## src/design/conv_backend_pkg.sv

```systemverilog
package conv_backend_pkg;
  // ---------------------------------------------------------------
  // data path
  // ---------------------------------------------------------------
  localparam int          DATA_W          = 14;
  localparam int          FIFO_DEPTH      = 16;
  localparam int          PIPE_STAGES     = 3;
  // ---------------------------------------------------------------
  // register addresses (register index on the address pins)
  // ---------------------------------------------------------------
  localparam logic [1:0]  ADDR_RESULT     = 2'h0;
  localparam logic [1:0]  ADDR_GAIN       = 2'h1;
  localparam logic [1:0]  ADDR_OFFSET     = 2'h2;
  localparam logic [1:0]  ADDR_CONTROL    = 2'h3;
  // ---------------------------------------------------------------
  // field positions and widths
  // ---------------------------------------------------------------
  localparam int          OFFSET_W        = 8;
  localparam int          GAIN_W          = 3;
  localparam int          CTL_W           = 8;
  localparam int          CTL_POS         = 6;
  localparam int          PWD_BIT         = 13;
  localparam int          REF_BIT         = 12;
  localparam int          FOR_BIT         = 11;
  localparam int          TSEL_MSB        = 10;
  localparam int          TSEL_LSB        = 8;
  localparam int          OFFDIS_BIT      = 7;
  // ---------------------------------------------------------------
  // reset values
  // ---------------------------------------------------------------
  localparam logic [OFFSET_W-1:0] OFFSET_RST = 8'h00;
  localparam logic [GAIN_W-1:0]   GAIN_RST   = 3'h0;
  localparam logic [CTL_W-1:0]    CTL_RST    = 8'h00;
  // ---------------------------------------------------------------
  // test input selections and result clamp codes
  // ---------------------------------------------------------------
  localparam logic [2:0]  TSEL_NORMAL_A   = 3'h0;
  localparam logic [2:0]  TSEL_NORMAL_B   = 3'h4;
  localparam logic [DATA_W-1:0] CODE_MIN  = 14'h2000;
  localparam logic [DATA_W-1:0] CODE_MAX  = 14'h1fff;
endpackage : conv_backend_pkg

```

## src/design/conv_backend.sv

```systemverilog
// Contract
// - flag every sample whose differential input exceeds the reference span.
// - flag travels through the same pipeline as its sample.
// - when enabled, stored offset is subtracted from every result.
// - test selections other than 000 and 100 replace the analog input with test voltages.
// - data pins driven only while active-low output enable is low.
// - offset disable bit: 0 enables compensation, 1 disables it.
// - offset register holds signed value from -128 to 127.
// - test codes 000 and 100 normal; others select fixed connections.
`timescale 1ns/10ps
`default_nettype none
module conv_backend
  import conv_backend_pkg::*;
(
  input  wire logic              core_clk,
  input  wire logic              resetn,
  // raw core result, signed, with its out-of-span indication
  input  wire logic [DATA_W-1:0] core_data,
  input  wire logic              core_over,
  input  wire logic              core_valid,
  // parallel host port
  input  wire logic              oe_n,
  input  wire logic              cs_n,
  input  wire logic              wr_n,
  input  wire logic              rd_n,
  input  wire logic [1:0]        addr,
  input  wire logic [DATA_W-1:0] bus_in,
  output logic      [DATA_W-1:0] bus_out,
  output logic                   bus_oe,
  output logic                   range_exceeded_flag,
  // controls toward the converter core
  output logic      [2:0]        test_input_select,
  output logic      [GAIN_W-1:0] gain_sel,
  output logic                   power_down,
  output logic                   ext_ref_sel
);
  // ---------------------------------------------------------------
  // pin synchronisers
  // ---------------------------------------------------------------
  logic [4:0] sync1_reg;
  logic [4:0] sync2_reg;
  logic [DATA_W-1:0] bin1_reg;
  logic [DATA_W-1:0] bin2_reg;
  logic [1:0] a1_reg;
  logic [1:0] a2_reg;
  logic       oe_s, cs_s, wr_s, rd_s, wr_prev_reg;
  always_ff @(posedge core_clk) begin
    if (!resetn) begin
      sync1_reg   <= 5'h1f;
      sync2_reg   <= 5'h1f;
      wr_prev_reg <= 1'b1;
    end else begin
      sync1_reg   <= {oe_n, cs_n, wr_n, rd_n, 1'b1};
      sync2_reg   <= sync1_reg;
      wr_prev_reg <= wr_s | cs_s;
    end
    bin1_reg <= bus_in;
    bin2_reg <= bin1_reg;
    a1_reg   <= addr;
    a2_reg   <= a1_reg;
  end
  assign {oe_s, cs_s, wr_s, rd_s} = sync2_reg[4:1];
  logic wr_strobe;
  assign wr_strobe = wr_prev_reg && !wr_s && !cs_s;

  // ---------------------------------------------------------------
  // registers
  // ---------------------------------------------------------------
  logic signed [OFFSET_W-1:0] offset_correction_value_reg, offset_next;
  logic [CTL_W-1:0]  ctl_reg, ctl_next;
  logic [GAIN_W-1:0] gain_reg, gain_next;
  always_comb begin
    offset_next = offset_correction_value_reg;
    ctl_next    = ctl_reg;
    gain_next   = gain_reg;
    if (wr_strobe) begin
      unique case (a2_reg)
        ADDR_OFFSET:  offset_next = bin2_reg[OFFSET_W-1:0];
        ADDR_CONTROL: ctl_next    = bin2_reg[DATA_W-1:CTL_POS];
        ADDR_GAIN:    gain_next   = bin2_reg[GAIN_W-1:0];
        ADDR_RESULT:  ;
      endcase
    end
  end
  always_ff @(posedge core_clk) begin
    if (!resetn) begin
      offset_correction_value_reg <= OFFSET_RST;
      ctl_reg  <= CTL_RST;
      gain_reg <= GAIN_RST;
    end else begin
      offset_correction_value_reg <= offset_next;
      ctl_reg  <= ctl_next;
      gain_reg <= gain_next;
    end
  end
  logic offset_comp_disable_bit;
  logic two_comp;
  logic [2:0] tsel;
  assign offset_comp_disable_bit = ctl_reg[OFFDIS_BIT-CTL_POS];
  assign two_comp = ctl_reg[FOR_BIT-CTL_POS];
  assign tsel     = ctl_reg[TSEL_MSB-CTL_POS:TSEL_LSB-CTL_POS];

  // ---------------------------------------------------------------
  // correction and pipeline
  // ---------------------------------------------------------------
  logic signed [DATA_W:0]  diff;
  logic [DATA_W-1:0]       corr;
  logic                    over_c;
  always_comb begin
    diff = {core_data[DATA_W-1], core_data};
    if (!offset_comp_disable_bit) begin
      diff = diff - (DATA_W+1)'(offset_correction_value_reg);
    end
    over_c = core_over;
    if (diff > $signed({1'b0, CODE_MAX})) begin
      corr = CODE_MAX;
    end else if (diff < $signed({1'b1, CODE_MIN})) begin
      corr = CODE_MIN;
    end else begin
      corr = diff[DATA_W-1:0];
    end
    if (!two_comp) begin
      corr[DATA_W-1] = ~corr[DATA_W-1];
    end
  end
  logic [DATA_W:0] pipe_reg [PIPE_STAGES];
  logic [PIPE_STAGES-1:0] pv_reg;
  logic fifo_ready;
  genvar g;
  generate
    for (g = 0; g < PIPE_STAGES; g++) begin : g_pipe
      always_ff @(posedge core_clk) begin
        if (!resetn) begin
          pv_reg[g]   <= 1'b0;
          pipe_reg[g] <= '0;
        end else if (fifo_ready) begin
          pv_reg[g]   <= (g == 0) ? core_valid : pv_reg[g-1 < 0 ? 0 : g-1];
          pipe_reg[g] <= (g == 0) ? {over_c, corr} : pipe_reg[g-1 < 0 ? 0 : g-1];
        end
      end
    end
  endgenerate

  // ---------------------------------------------------------------
  // result buffer and host port
  // ---------------------------------------------------------------
  logic [DATA_W:0] f_data;
  logic            f_valid;
  logic            rd_prev_reg;
  logic            pop;
  assign pop = rd_prev_reg && !rd_s && !cs_s && (a2_reg == ADDR_RESULT);
  sample_fifo #(.WIDTH(DATA_W+1), .DEPTH(FIFO_DEPTH)) u_fifo (
    .core_clk  (core_clk),
    .resetn    (resetn),
    .in_data   (pipe_reg[PIPE_STAGES-1]),
    .in_valid  (pv_reg[PIPE_STAGES-1]),
    .in_ready  (fifo_ready),
    .out_data  (f_data),
    .out_valid (f_valid),
    .out_ready (pop)
  );
  logic [DATA_W-1:0] bus_next;
  always_comb begin
    unique case (a2_reg)
      ADDR_RESULT:  bus_next = f_data[DATA_W-1:0];
      ADDR_GAIN:    bus_next = {{(DATA_W-GAIN_W){1'b0}}, gain_reg};
      ADDR_OFFSET:  bus_next = {{(DATA_W-OFFSET_W){1'b0}}, offset_correction_value_reg};
      ADDR_CONTROL: bus_next = {ctl_reg, {CTL_POS{1'b0}}};
    endcase
  end
  always_ff @(posedge core_clk) begin
    if (!resetn) begin
      rd_prev_reg         <= 1'b1;
      bus_out             <= '0;
      bus_oe              <= 1'b0;
      range_exceeded_flag <= 1'b0;
      test_input_select   <= TSEL_NORMAL_A;
      gain_sel            <= GAIN_RST;
      power_down          <= 1'b0;
      ext_ref_sel         <= 1'b0;
    end else begin
      rd_prev_reg         <= rd_s | cs_s;
      bus_out             <= bus_next;
      bus_oe              <= !oe_s;
      range_exceeded_flag <= f_valid & f_data[DATA_W];
      test_input_select   <= tsel;
      gain_sel            <= gain_reg;
      power_down          <= ctl_reg[PWD_BIT-CTL_POS];
      ext_ref_sel         <= ctl_reg[REF_BIT-CTL_POS];
    end
  end
endmodule : conv_backend
`default_nettype wire

```

## src/design/sample_fifo.sv

```systemverilog
`timescale 1ns/10ps
`default_nettype none
module sample_fifo #(
  parameter int WIDTH = 15,
  parameter int DEPTH = 16
) (
  input  wire logic             core_clk,
  input  wire logic             resetn,
  input  wire logic [WIDTH-1:0] in_data,
  input  wire logic             in_valid,
  output logic                  in_ready,
  output logic      [WIDTH-1:0] out_data,
  output logic                  out_valid,
  input  wire logic             out_ready
);
  localparam int AW = $clog2(DEPTH);
  logic [WIDTH-1:0] mem_reg [DEPTH];
  logic [AW-1:0]    wr_reg;
  logic [AW-1:0]    wr_next;
  logic [AW-1:0]    rd_reg;
  logic [AW-1:0]    rd_next;
  logic [AW:0]      cnt_reg;
  logic [AW:0]      cnt_next;
  logic             push;
  logic             pop;

  always_comb begin
    push     = in_valid && (cnt_reg != (AW+1)'(DEPTH));
    pop      = out_ready && (cnt_reg != '0);
    wr_next  = push ? wr_reg + 1'b1 : wr_reg;
    rd_next  = pop ? rd_reg + 1'b1 : rd_reg;
    cnt_next = cnt_reg + (AW+1)'(push) - (AW+1)'(pop);
  end

  always_ff @(posedge core_clk) begin
    if (!resetn) begin
      wr_reg  <= '0;
      rd_reg  <= '0;
      cnt_reg <= '0;
    end else begin
      wr_reg  <= wr_next;
      rd_reg  <= rd_next;
      cnt_reg <= cnt_next;
    end
    if (push) begin
      mem_reg[wr_reg] <= in_data;
    end
  end

  assign in_ready  = (cnt_reg != (AW+1)'(DEPTH));
  assign out_valid = (cnt_reg != '0);
  assign out_data  = mem_reg[rd_reg];
endmodule : sample_fifo
`default_nettype wire

```

## config.mk

```make
export PLATFORM = sky130hd
export DESIGN_NAME = conv_backend
export DESIGN_NICKNAME = d
export VERILOG_FILES = /design/src/design/conv_backend_pkg.sv /design/src/design/conv_backend.sv /design/src/design/sample_fifo.sv
export SDC_FILE = /design/constraint.sdc
export NUM_CORES = 1
export LEC_CHECK = 0
export ABC_AREA = 0
export ABC_CLOCK_PERIOD_IN_PS = 4200
export BUFFER_PORTS_ARGS = -buffer_cell sky130_fd_sc_hd__buf_2
export CORE_MARGIN = 2
export CORE_UTILIZATION = 61
export DETAILED_ROUTE_END_ITERATION = 12
export GPL_TIMING_DRIVEN = 0
export PLACE_DENSITY_LB_ADDON = 0.15
export SYNTH_ARGS = -nofsm -noshare
export SYNTH_HDL_FRONTEND = slang
export SYNTH_SLANG_ARGS = --single-unit
```

## constraint.sdc

```tcl
create_clock -name core_clk -period 4.2 [get_ports core_clk]
set_clock_uncertainty 0.2 [all_clocks]
set_input_delay 0.42 -clock core_clk [delete_from_list [all_inputs] [get_ports core_clk]]
set_output_delay 0.42 -clock core_clk [all_outputs]
set_load 0.05 [all_outputs]
```

Word level (Yosys, flattened, before mapping):

Memories as Yosys holds them, arrays and structs flattened. A register that Yosys moved wholly into a read port is not among the register bits.
Index checks and enable logic that the tools add are counted.
W data, S select, Z words.

* $lt $le $gt $ge: 2
* mux-type cells: 16
* eq/ne operators: 4
* reductions and logical operators: 16
* bitwise logic cells: 7
* add/sub/neg operators: 5

Operators with widths (number)
* $mux W15: 4
* $pmux W14 S4: 1
* $mux W14: 2
* $gt A15 B14 Y1 const B: 1
* $lt A15 B14 Y1 const B: 1
* $sub A14 B8 Y15: 1
* $add A4 B1 Y4 const B: 2
* $mux W4: 2
* $logic_and A1 B1 Y1: 7
* $mux W1: 7
* $reduce_and A2 Y1: 3
* $add A5 B1 Y5: 1
* $ne A5 B5 Y1 const B: 1
* $or A1 B1 Y1: 5
* $reduce_bool A5 Y1: 1
* $sub A5 B1 Y5: 1
* $eq A2 B2 Y1 const B: 2
* $logic_not A1 Y1: 4
* $eq A2 B1 Y1 const B: 1
* $logic_not A2 Y1: 1
* $and A1 B1 Y1: 1
* $not A1 Y1: 1

* output and inout port bits: 24
* word-level logic and storage cells: 77
* memories: 2
* bits in registers: 103
* memory bits (writable): 285

Memory list
* u_fifo.mem_reg: words 16, bits a word 15, rd ports 1, clocked after Yosys merged registers in 1, write ports 1, line sample_fifo.sv:17 `logic [WIDTH-1:0] mem_reg [DEPTH];`
* pipe_reg: words 3, bits a word 15, rd ports 3, clocked after Yosys merged registers in 0, write ports 3, line conv_backend.sv:126 `logic [DATA_W:0] pipe_reg [PIPE_STAGES];`

Longest topological paths before layout:

Gate-level depths: netlist of run 1.

* depth after elaboration: 8
* gate-level depth with buffers: 15
* depth with buffers taken out: 15

By module:

Synthesis of run 1 repeated with hierarchy kept, for this count alone.

* cell total of the unflattened synthesis: 941
* area, all modules: 15275.9 um2

By module, submodules not included
* sample_fifo: area each 10012.1 um2, times used 1, sequential area each 7547.2 um2, cells an instance 478
* conv_backend: area each 5263.8 um2, times used 1, sequential area each 3113.0 um2, cells an instance 463

Worst setup path before layout of run 1:

Ideal clock, no wire load.

* path kind: register to register
* start point: register u_fifo.cnt_reg[2]
* end point: memory u_fifo.mem_reg[3][0] (enable)
* clock period less this slack: 3.108 ns
* data arrival time: 2.502 ns
* setup slack: 1.092 ns
* stages on the path, launching flop included: 9
* buffers on the path: 2
* cells stage by stage: dfxtp_1 inv_1 ha_1 and3_1 clkbuf_1 nor2b_1 clkbuf_1 nand2_1 nor3_1

* word-level cells in the longest chain between the ends: 4

Ends and longest elaborated chain
* from (decl): line sample_fifo.sv:22 `logic [AW:0] cnt_reg;`
* from (signal assigned): line sample_fifo.sv:43 `cnt_reg <= cnt_next;`
* $ne A5 B5 Y1: line sample_fifo.sv:28 `push = in_valid && (cnt_reg != (AW+1)'(DEPTH));`
* $logic_and A1 B1 Y1: line sample_fifo.sv:28
* named net u_fifo.push: line sample_fifo.sv:24 `logic push;`
* $mux W1: line sample_fifo.sv:45 `if (push) begin`
* $mux W1 (not written as such): line sample_fifo.sv:46 `mem_reg[wr_reg] <= in_data;`
* to (decl): line sample_fifo.sv:17

The timed path passes the listed nets, and every way through them passes these cells.

Worst setup path in the final report of run 1:

* start point: register u_fifo.cnt_reg[2]
* end point: memory u_fifo.mem_reg[3][3] (enable)

Same word-level chain as after synthesis.

==> impl_metrics.toml, run 1 <==
[status]
status = "complete, no violations"

[grt]
grt_antenna_before_repair = 0
gr-total-overflow = 0
globalRouteTotalUtil_pct = 26.2
grt_pass1_vias = 8427
grt_max_degree = 25
grt_pass1_wl_um = 50000

[power]
p_total_mw = 8.59
worst_ir_drop_vdd_mv = 0.421
leakage_nw = 6.24
powerDensity_nw_per_um2 = 487

[critical_path]
cp_cell_sequence = "inv_1 > ha_1 > and3_1 > clkbuf_1 > nor2b_1 > clkbuf_1 > nand2_1 > nor3_2 > buf_6"
rr_worst_depth = 9
slowest_stage = "nor3_2"
slowest_delay_ns = 0.79
cp_top_family = "simple AND/OR/NAND/NOR gates"
cp-start-kind = "register"
crit_fanout = 8
cp.depth = 9
crit_path_frequent_cell = "clkbuf_1"
critPathRequiredTime_ns = 4.23
cp-end-kind = "register"
path_buf_inv = 4
worstSetupPathType = "register to register"
crit_arrival_ns = 3.36

[synthesis]
synth_area_leader_cell = "edfxtp_1"
synth_cells = 901
ys_seq_area_share_pct = 70.5
syn-num-nets = 966
synth_edf_count = 285
syn_area_per_cell_um2 = 16.8
async_flop_share_pct = 0
synth_top_flop_cell = "edfxtp_1"
syn_area_um2 = 15100
yosys_warnings = 0
netlist-cell-type-count = 50
synthTopCellsByArea = "edfxtp_1 (57%), dfxtp_1 (14%), mux4_2 (11%), ha_1 (2.1%), and2_1 (2.0%)"
synth_seq_cells = 390
synth_top_area_share_pct = 56.6

[hold_path]
hold_depth = 3
min_path_type = "primary input to register"

[finish]
final_nets = 1109
area_growth_pct = 16.6
largest_reg_flops = 240
n_antenna_cell = 0
finalInstanceArea_um2 = 17600
layout.cells.non_filler = 1397
drive_above_1_share_pct = 23.5
utilization_pct = 72.5

[routing]
wl_um = 32800
drtAntennaViolNets = 0
dr.first_iter.drc_count = 913
dr.pass1.iters = 7
vias_per_cell = 5.97
vias = 8346
drc = 0
wl_per_cell_um = 23.5

[clock_tree]
cts_sinks = 390
root_buffer = "clkbuf_16"
clk_path_buf_depth = 3
htree_levels = 2
cts_tree = "yes"
cts-buffers-inserted = 39
clkTransAtPathRegs_ns = 0.06
clk_latency_ns = 0.53

[place]
numPortBuffers = 61
place_area_um2 = 16200
dp.cells = 1306
hpwl_um = 21700
place.gp.congestion = 0.823
place_ws_ns = 0.815

[die]
initial_core_util_pct = 62.2
num_rows = 57
fp.coreArea_um2 = 24300
die_h_um = 161
fp.dieW_um = 161
die_area_um2 = 26100
io_pins = 62

[sta]
fin_crit_ns = 3.33
finalSetupViolCount = 0
fmax_ghz = 0.300
setup_ws_ns = 0.868
tns_ns = 0
slew_headroom_pct = 35.5
rsz0062_at_grt = "no"
post-route-period-util_pct = 79.3
worst_slew_pin_slew_ns = 0.962
slew_viol_final = 0
hold_violations = 0
hold_slack_ns = 0.0429

[run]
drv_cap = 0
[cell families (layout without fill, tap and decap cells)]
kind of cell / Yosys count / after routing / share of synthesized area [%]
AND/OR/NAND/NOR: 182 / 182 / 6.64
flip-flops: 390 / 390 / 70.5
adder cells (fa/ha/maj): 27 / 27 / 2.33
multiplexers: 99 / 99 / 12.7
AO/OA/AOI/OAI: 110 / 110 / 4.65
buffers and inverters: 72 / 244 / 2.02
XOR/XNOR: 21 / 21 / 1.22
[layout make-up]
| type | count | area [um2] |
|---|---|---|
| plain buffers | 45 | 204 |
| clock buffers | 53 | 1090 |
| clock inverters | 17 | 161 |
| fillers | 1476 | 6680 |
| inverters | 27 | 101 |
| multi-input cells | 439 | 4210 |
| flip-flops and latches | 390 | 10700 |
| well taps | 324 | 405 |
| repair buffers | 102 | 798 |
[cells in the mapped netlist (3+ instances only)]
library cell	n
edfxtp_1	285
dfxtp_1	105
mux4_2	74
and2_1	49
a21oi_1	32
clkbuf_1	29
nor2b_1	28
inv_1	27
nand2_1	27
ha_1	25
mux2i_1	25
nor2_1	23
o21ai_0	21
nand2b_1	17
nand3_1	14
xnor2_1	14
o21ai_1	12
a21boi_0	9
buf_2	9
xor2_1	7
a22oi_1	6
a31oi_1	6
nor3_1	6
and3_1	4
a211oi_1	3
and4_1	3
buf_1	3
buf_6	3
o2111ai_1	3
o22ai_1	3
[where the power goes]
| group | switching [mW] | total, mW | leakage (nW) | internal (mW) |
|---|---|---|---|---|
| combinational | 0.273 | 0.459 | 2.01 | 0.187 |
| sequential | 0.212 | 4.74 | 3.60 | 4.53 |
| clock | 1.38 | 3.40 | 0.622 | 2.01 |
[routing by layer]
metal	GRT usage [%]	vias up	routed length, um
met1	35.2	4261	13200
met3	3.95	66	1960
met2	43.6	300	16500
met4	10.4	0	1210
met5	0	-	0
li1	-	3719	-
[what timing repair did]
item | 4_1_cts | 5_1_grt
gates resized for setup | 0 | 0
buffers inserted | 0 | 0
hold buffers | 21 | 0
hold endpoints to repair | 21 | 0
[worst reg2reg max path: stages (launching register included)]
cell,delay (ns)
dfxtp_1,0.33
inv_1,0.06
ha_1,0.21
and3_1,0.16
clkbuf_1,0.20
nor2b_1,0.15
clkbuf_1,0.35
nand2_1,0.29
nor3_2,0.79
buf_6,0.28
[placed cells by master (no fill, tap or decap), types with 14 or more instances in the layout]
| cell type | synthesis | routed |
|---|---|---|
| clkbuf_1 | 29 | 38 |
| and2_1 | 49 | 49 |
| nand2b_1 | 17 | 17 |
| nor2b_1 | 28 | 28 |
| dfxtp_1 | 105 | 105 |
| buf_2 | 9 | 70 |
| xnor2_1 | 14 | 14 |
| edfxtp_1 | 285 | 285 |
| mux4_2 | 74 | 74 |
| dlygate4sd3_1 | 0 | 21 |
| o21ai_0 | 21 | 21 |
| clkbuf_16 | 0 | 41 |
| nand2_1 | 27 | 26 |
| nand3_1 | 14 | 14 |
| inv_1 | 27 | 27 |
| mux2i_1 | 25 | 25 |
| ha_1 | 25 | 25 |
| a21oi_1 | 32 | 32 |
[path summary, 6_finish.rpt]
path / startpoint / end / slack [ns]
max: u_fifo.cnt_reg[2] / u_fifo.mem_reg[3][3] / 0.87
min: core_valid / pv_reg[0] / 0.04
max reg2reg: u_fifo.cnt_reg[2] / u_fifo.mem_reg[3][3] / 0.87
min reg2reg: bin1_reg[9] / bin2_reg[9] / 0.13
No activity file was read; power rests on OpenSTA's default activity.
==> run 2: changes to the inputs <==
- ABC_AREA: 0 -> 1
- ABC_CLOCK_PERIOD_IN_PS: 4200 -> 3100
- clock period: 4.2 -> 3.1 ns (I/O delays scaled with it)
==> run 2 against run 1 <==
Power grew 31%. Die area grew 2.3%. Flip-flop and latch count is the same. Hold slack lost 0.037 ns. Worst setup slack lost 0.60 ns. Critical path type unchanged.
==> impl_metrics.toml, run 2 <==
[status]
status = "complete, no violations"

[place]
dp.cells = 1798
place.gp.congestion = 0.884
numPortBuffers = 60
hpwl_um = 26400
place_ws_ns = 0.146

[grt]
grt_max_degree = 33
grt_pass1_wl_um = 60100
gr-total-overflow = 0
globalRouteTotalUtil_pct = 30.2
grt_pass1_vias = 10900
grt_antenna_before_repair = 1

[critical_path]
slowest_stage = "fa_1"
reg2reg_to = "u_fifo.cnt_reg[4]"
critPathRequiredTime_ns = 3.31
cp-endpoint = "u_fifo.cnt_reg[4]"
crit_arrival_ns = 3.05
cp-start-kind = "register"
slowest_delay_ns = 0.41
crit_fanout = 3
worstSetupPathType = "register to register"
cp-end-kind = "register"
cp-startpoint = "u_fifo.cnt_reg[2]"
rr_worst_depth = 16
reg2reg_slack_ns = 0.27
cp_cell_sequence = "inv_1 > ha_1 > nand2_1 > nor2_2 > nand2_1 > nand4_1 > inv_2 > ha_1 > inv_1 > ha_1 > inv_1 > fa_1 > nor3_1 > a211oi_1 > o21ai_0 > a21oi_1"
worstReg2RegStart = "u_fifo.cnt_reg[2]"

[synthesis]
synth_seq_cells = 390
synthTopCellsByArea = "edfxtp_1 (55%), dfxtp_1 (14%), nor2_1 (6.6%), o21ai_0 (5.4%), nand2_1 (3.4%)"
netlist-cell-type-count = 40
async_flop_share_pct = 0
synth_edf_count = 285
syn_area_per_cell_um2 = 11.1
synthTopCellsByCount = "edfxtp_1 (285), nor2_1 (272), o21ai_0 (168)"
yosys_warnings = 0
synth_top_flop_cell = "edfxtp_1"
yosysMostFrequentCell = "edfxtp_1"
synth_cells = 1391
syn_area_um2 = 15500
syn-num-nets = 1456
synth_area_leader_cell = "edfxtp_1"
ys_seq_area_share_pct = 68.8
synth_top_area_share_pct = 55.3

[power]
leakage_nw = 6.84
worst_ir_drop_vdd_mv = 0.538
powerDensity_nw_per_um2 = 628

[sta]
rsz0062_at_grt = "no"
fin_crit_ns = 2.83
slew_headroom_pct = 32.5
finalSetupViolCount = 0
slew_viol_final = 0
fmax_ghz = 0.353
hold_violations = 0
worst_slew_pin_slew_ns = 1.01
setup_ws_ns = 0.266
hold_slack_ns = 0.00624
post-route-period-util_pct = 91.4

[clock_tree]
htree_levels = 2
cts_tree = "yes"
cts_sinks = 390
cts-buffers-inserted = 38
clk_latency_ns = 0.53
root_buffer = "clkbuf_16"
clkTransAtPathRegs_ns = 0.06
clk_path_buf_depth = 3

[routing]
wl_um = 39400
drtAntennaViolNets = 0
dr.pass1.iters = 5
vias = 11000
drc = 0
vias_per_cell = 5.83
dr.first_iter.drc_count = 1166
wl_per_cell_um = 20.8

[die]
fp.dieW_um = 163
num_rows = 58
die_h_um = 163
initial_core_util_pct = 61.8
die_area_um2 = 26700
fp.coreArea_um2 = 25000
io_pins = 62

[finish]
largest_reg_flops = 240
mostFrequentLayoutCell = "edfxtp_1"
layout.cells.non_filler = 1892
final_nets = 1599
nFillCells = 1726
area_growth_pct = 16.1
drive_above_1_share_pct = 13.3
final_cell_mix = "edfxtp_1 (285), nor2_1 (255), o21ai_0 (168)"

[run]
drv_cap = 0

[hold_path]
min_path_type = "primary input to register"
-- run 2: how the worst min path moves through the flow --
| stage | from | cells past startpoint | slack (ns) | endpoint |
|---|---|---|---|---|
| final | core_data[8] | 5 | 0.006 | pipe_reg[0][8] |
| after global routing | core_data[5] | 5 | 0.04 | pipe_reg[0][5] |
| after CTS | core_data[8] | 5 | 0.0002 | pipe_reg[0][8] |
| after detailed placement | bin1_reg[4] | 0 | 0.11 | bin2_reg[4] |
| after global placement | bin1_reg[1] | 0 | 0.11 | bin2_reg[1] |
| after floorplan | a1_reg[0] | 0 | 0.11 | a2_reg[0] |
-- run 2: metrics by stage --
stage	utilization, %	cell area [um2]	setup TNS [ns]	total power [mW]
final	71.8	18000	0	11.3
after global routing	71.8	18000	0	11.6
after CTS	71.7	18000	0	11.3
after detailed placement	66.0	16500	0	6.89
after global placement	64.7	16200	-28.38	6.85
after floorplan	-	15500	0	6.63
-- run 2: report_power, final --
group / leakage [nW] / switching (mW) / internal (mW) / total [mW]
sequential: 3.61 / 0.256 / 6.01 / 6.26
clock: 0.584 / 1.92 / 2.53 / 4.45
combinational: 2.65 / 0.366 / 0.207 / 0.572
total: 6.84 / 2.54 / 8.74 / 11.3
-- run 2: timing repair --
item,CTS,global route
buffers inserted,0,1
gates resized for setup,0,2
hold buffers,25,0
setup endpoints to repair,0,1
endpoints found under the hold margin,27,0
-- run 2: worst max-delay path: cells and delay by family, from the launching register on --
family	cells	cell delay [ns]
flops	1	0.33
buf+inv	4	0.26
fa+ha+maj	4	1.00
compound gates	3	0.30
simple gates	5	0.62
-- run 2: routing by layer --
layer / global-route usage [%] / wire length [um] / vias up
met4: 11.1 / 1300 / 0
met3: 6.09 / 3510 / 91
met1: 38.1 / 14900 / 5285
met5: 0 / 0 / -
li1: - / - / 5095
met2: 52.1 / 19700 / 565
-- run 2: cells by family after synthesis --
group                      after synthesis  synth area share, %
adders and majority gates               27                 2.28
DFF                                    390                 68.8
AOI/OAI and AO/OA                      296                 10.7
xor gates and xnor gates                 3                0.170
buffers and inverters                  188                 5.08
and+or+nand+nor                        487                 12.9
-- run 2: layout make-up --
cell class                      instances  area, um2  share of cell area [%]
Tap cell                              330        413                    2.30
Multi-Input combinational cell        813       4090                    22.8
Clock buffer                           46       1020                    5.69
Clock inverter                         21        171                   0.954
Antenna cell                            1       2.50                  0.0139
Inverter                              120        450                    2.51
Sequential cell                       390      10700                    59.3
Timing Repair Buffer                  103        827                    4.60
Buffer                                 68        337                    1.87
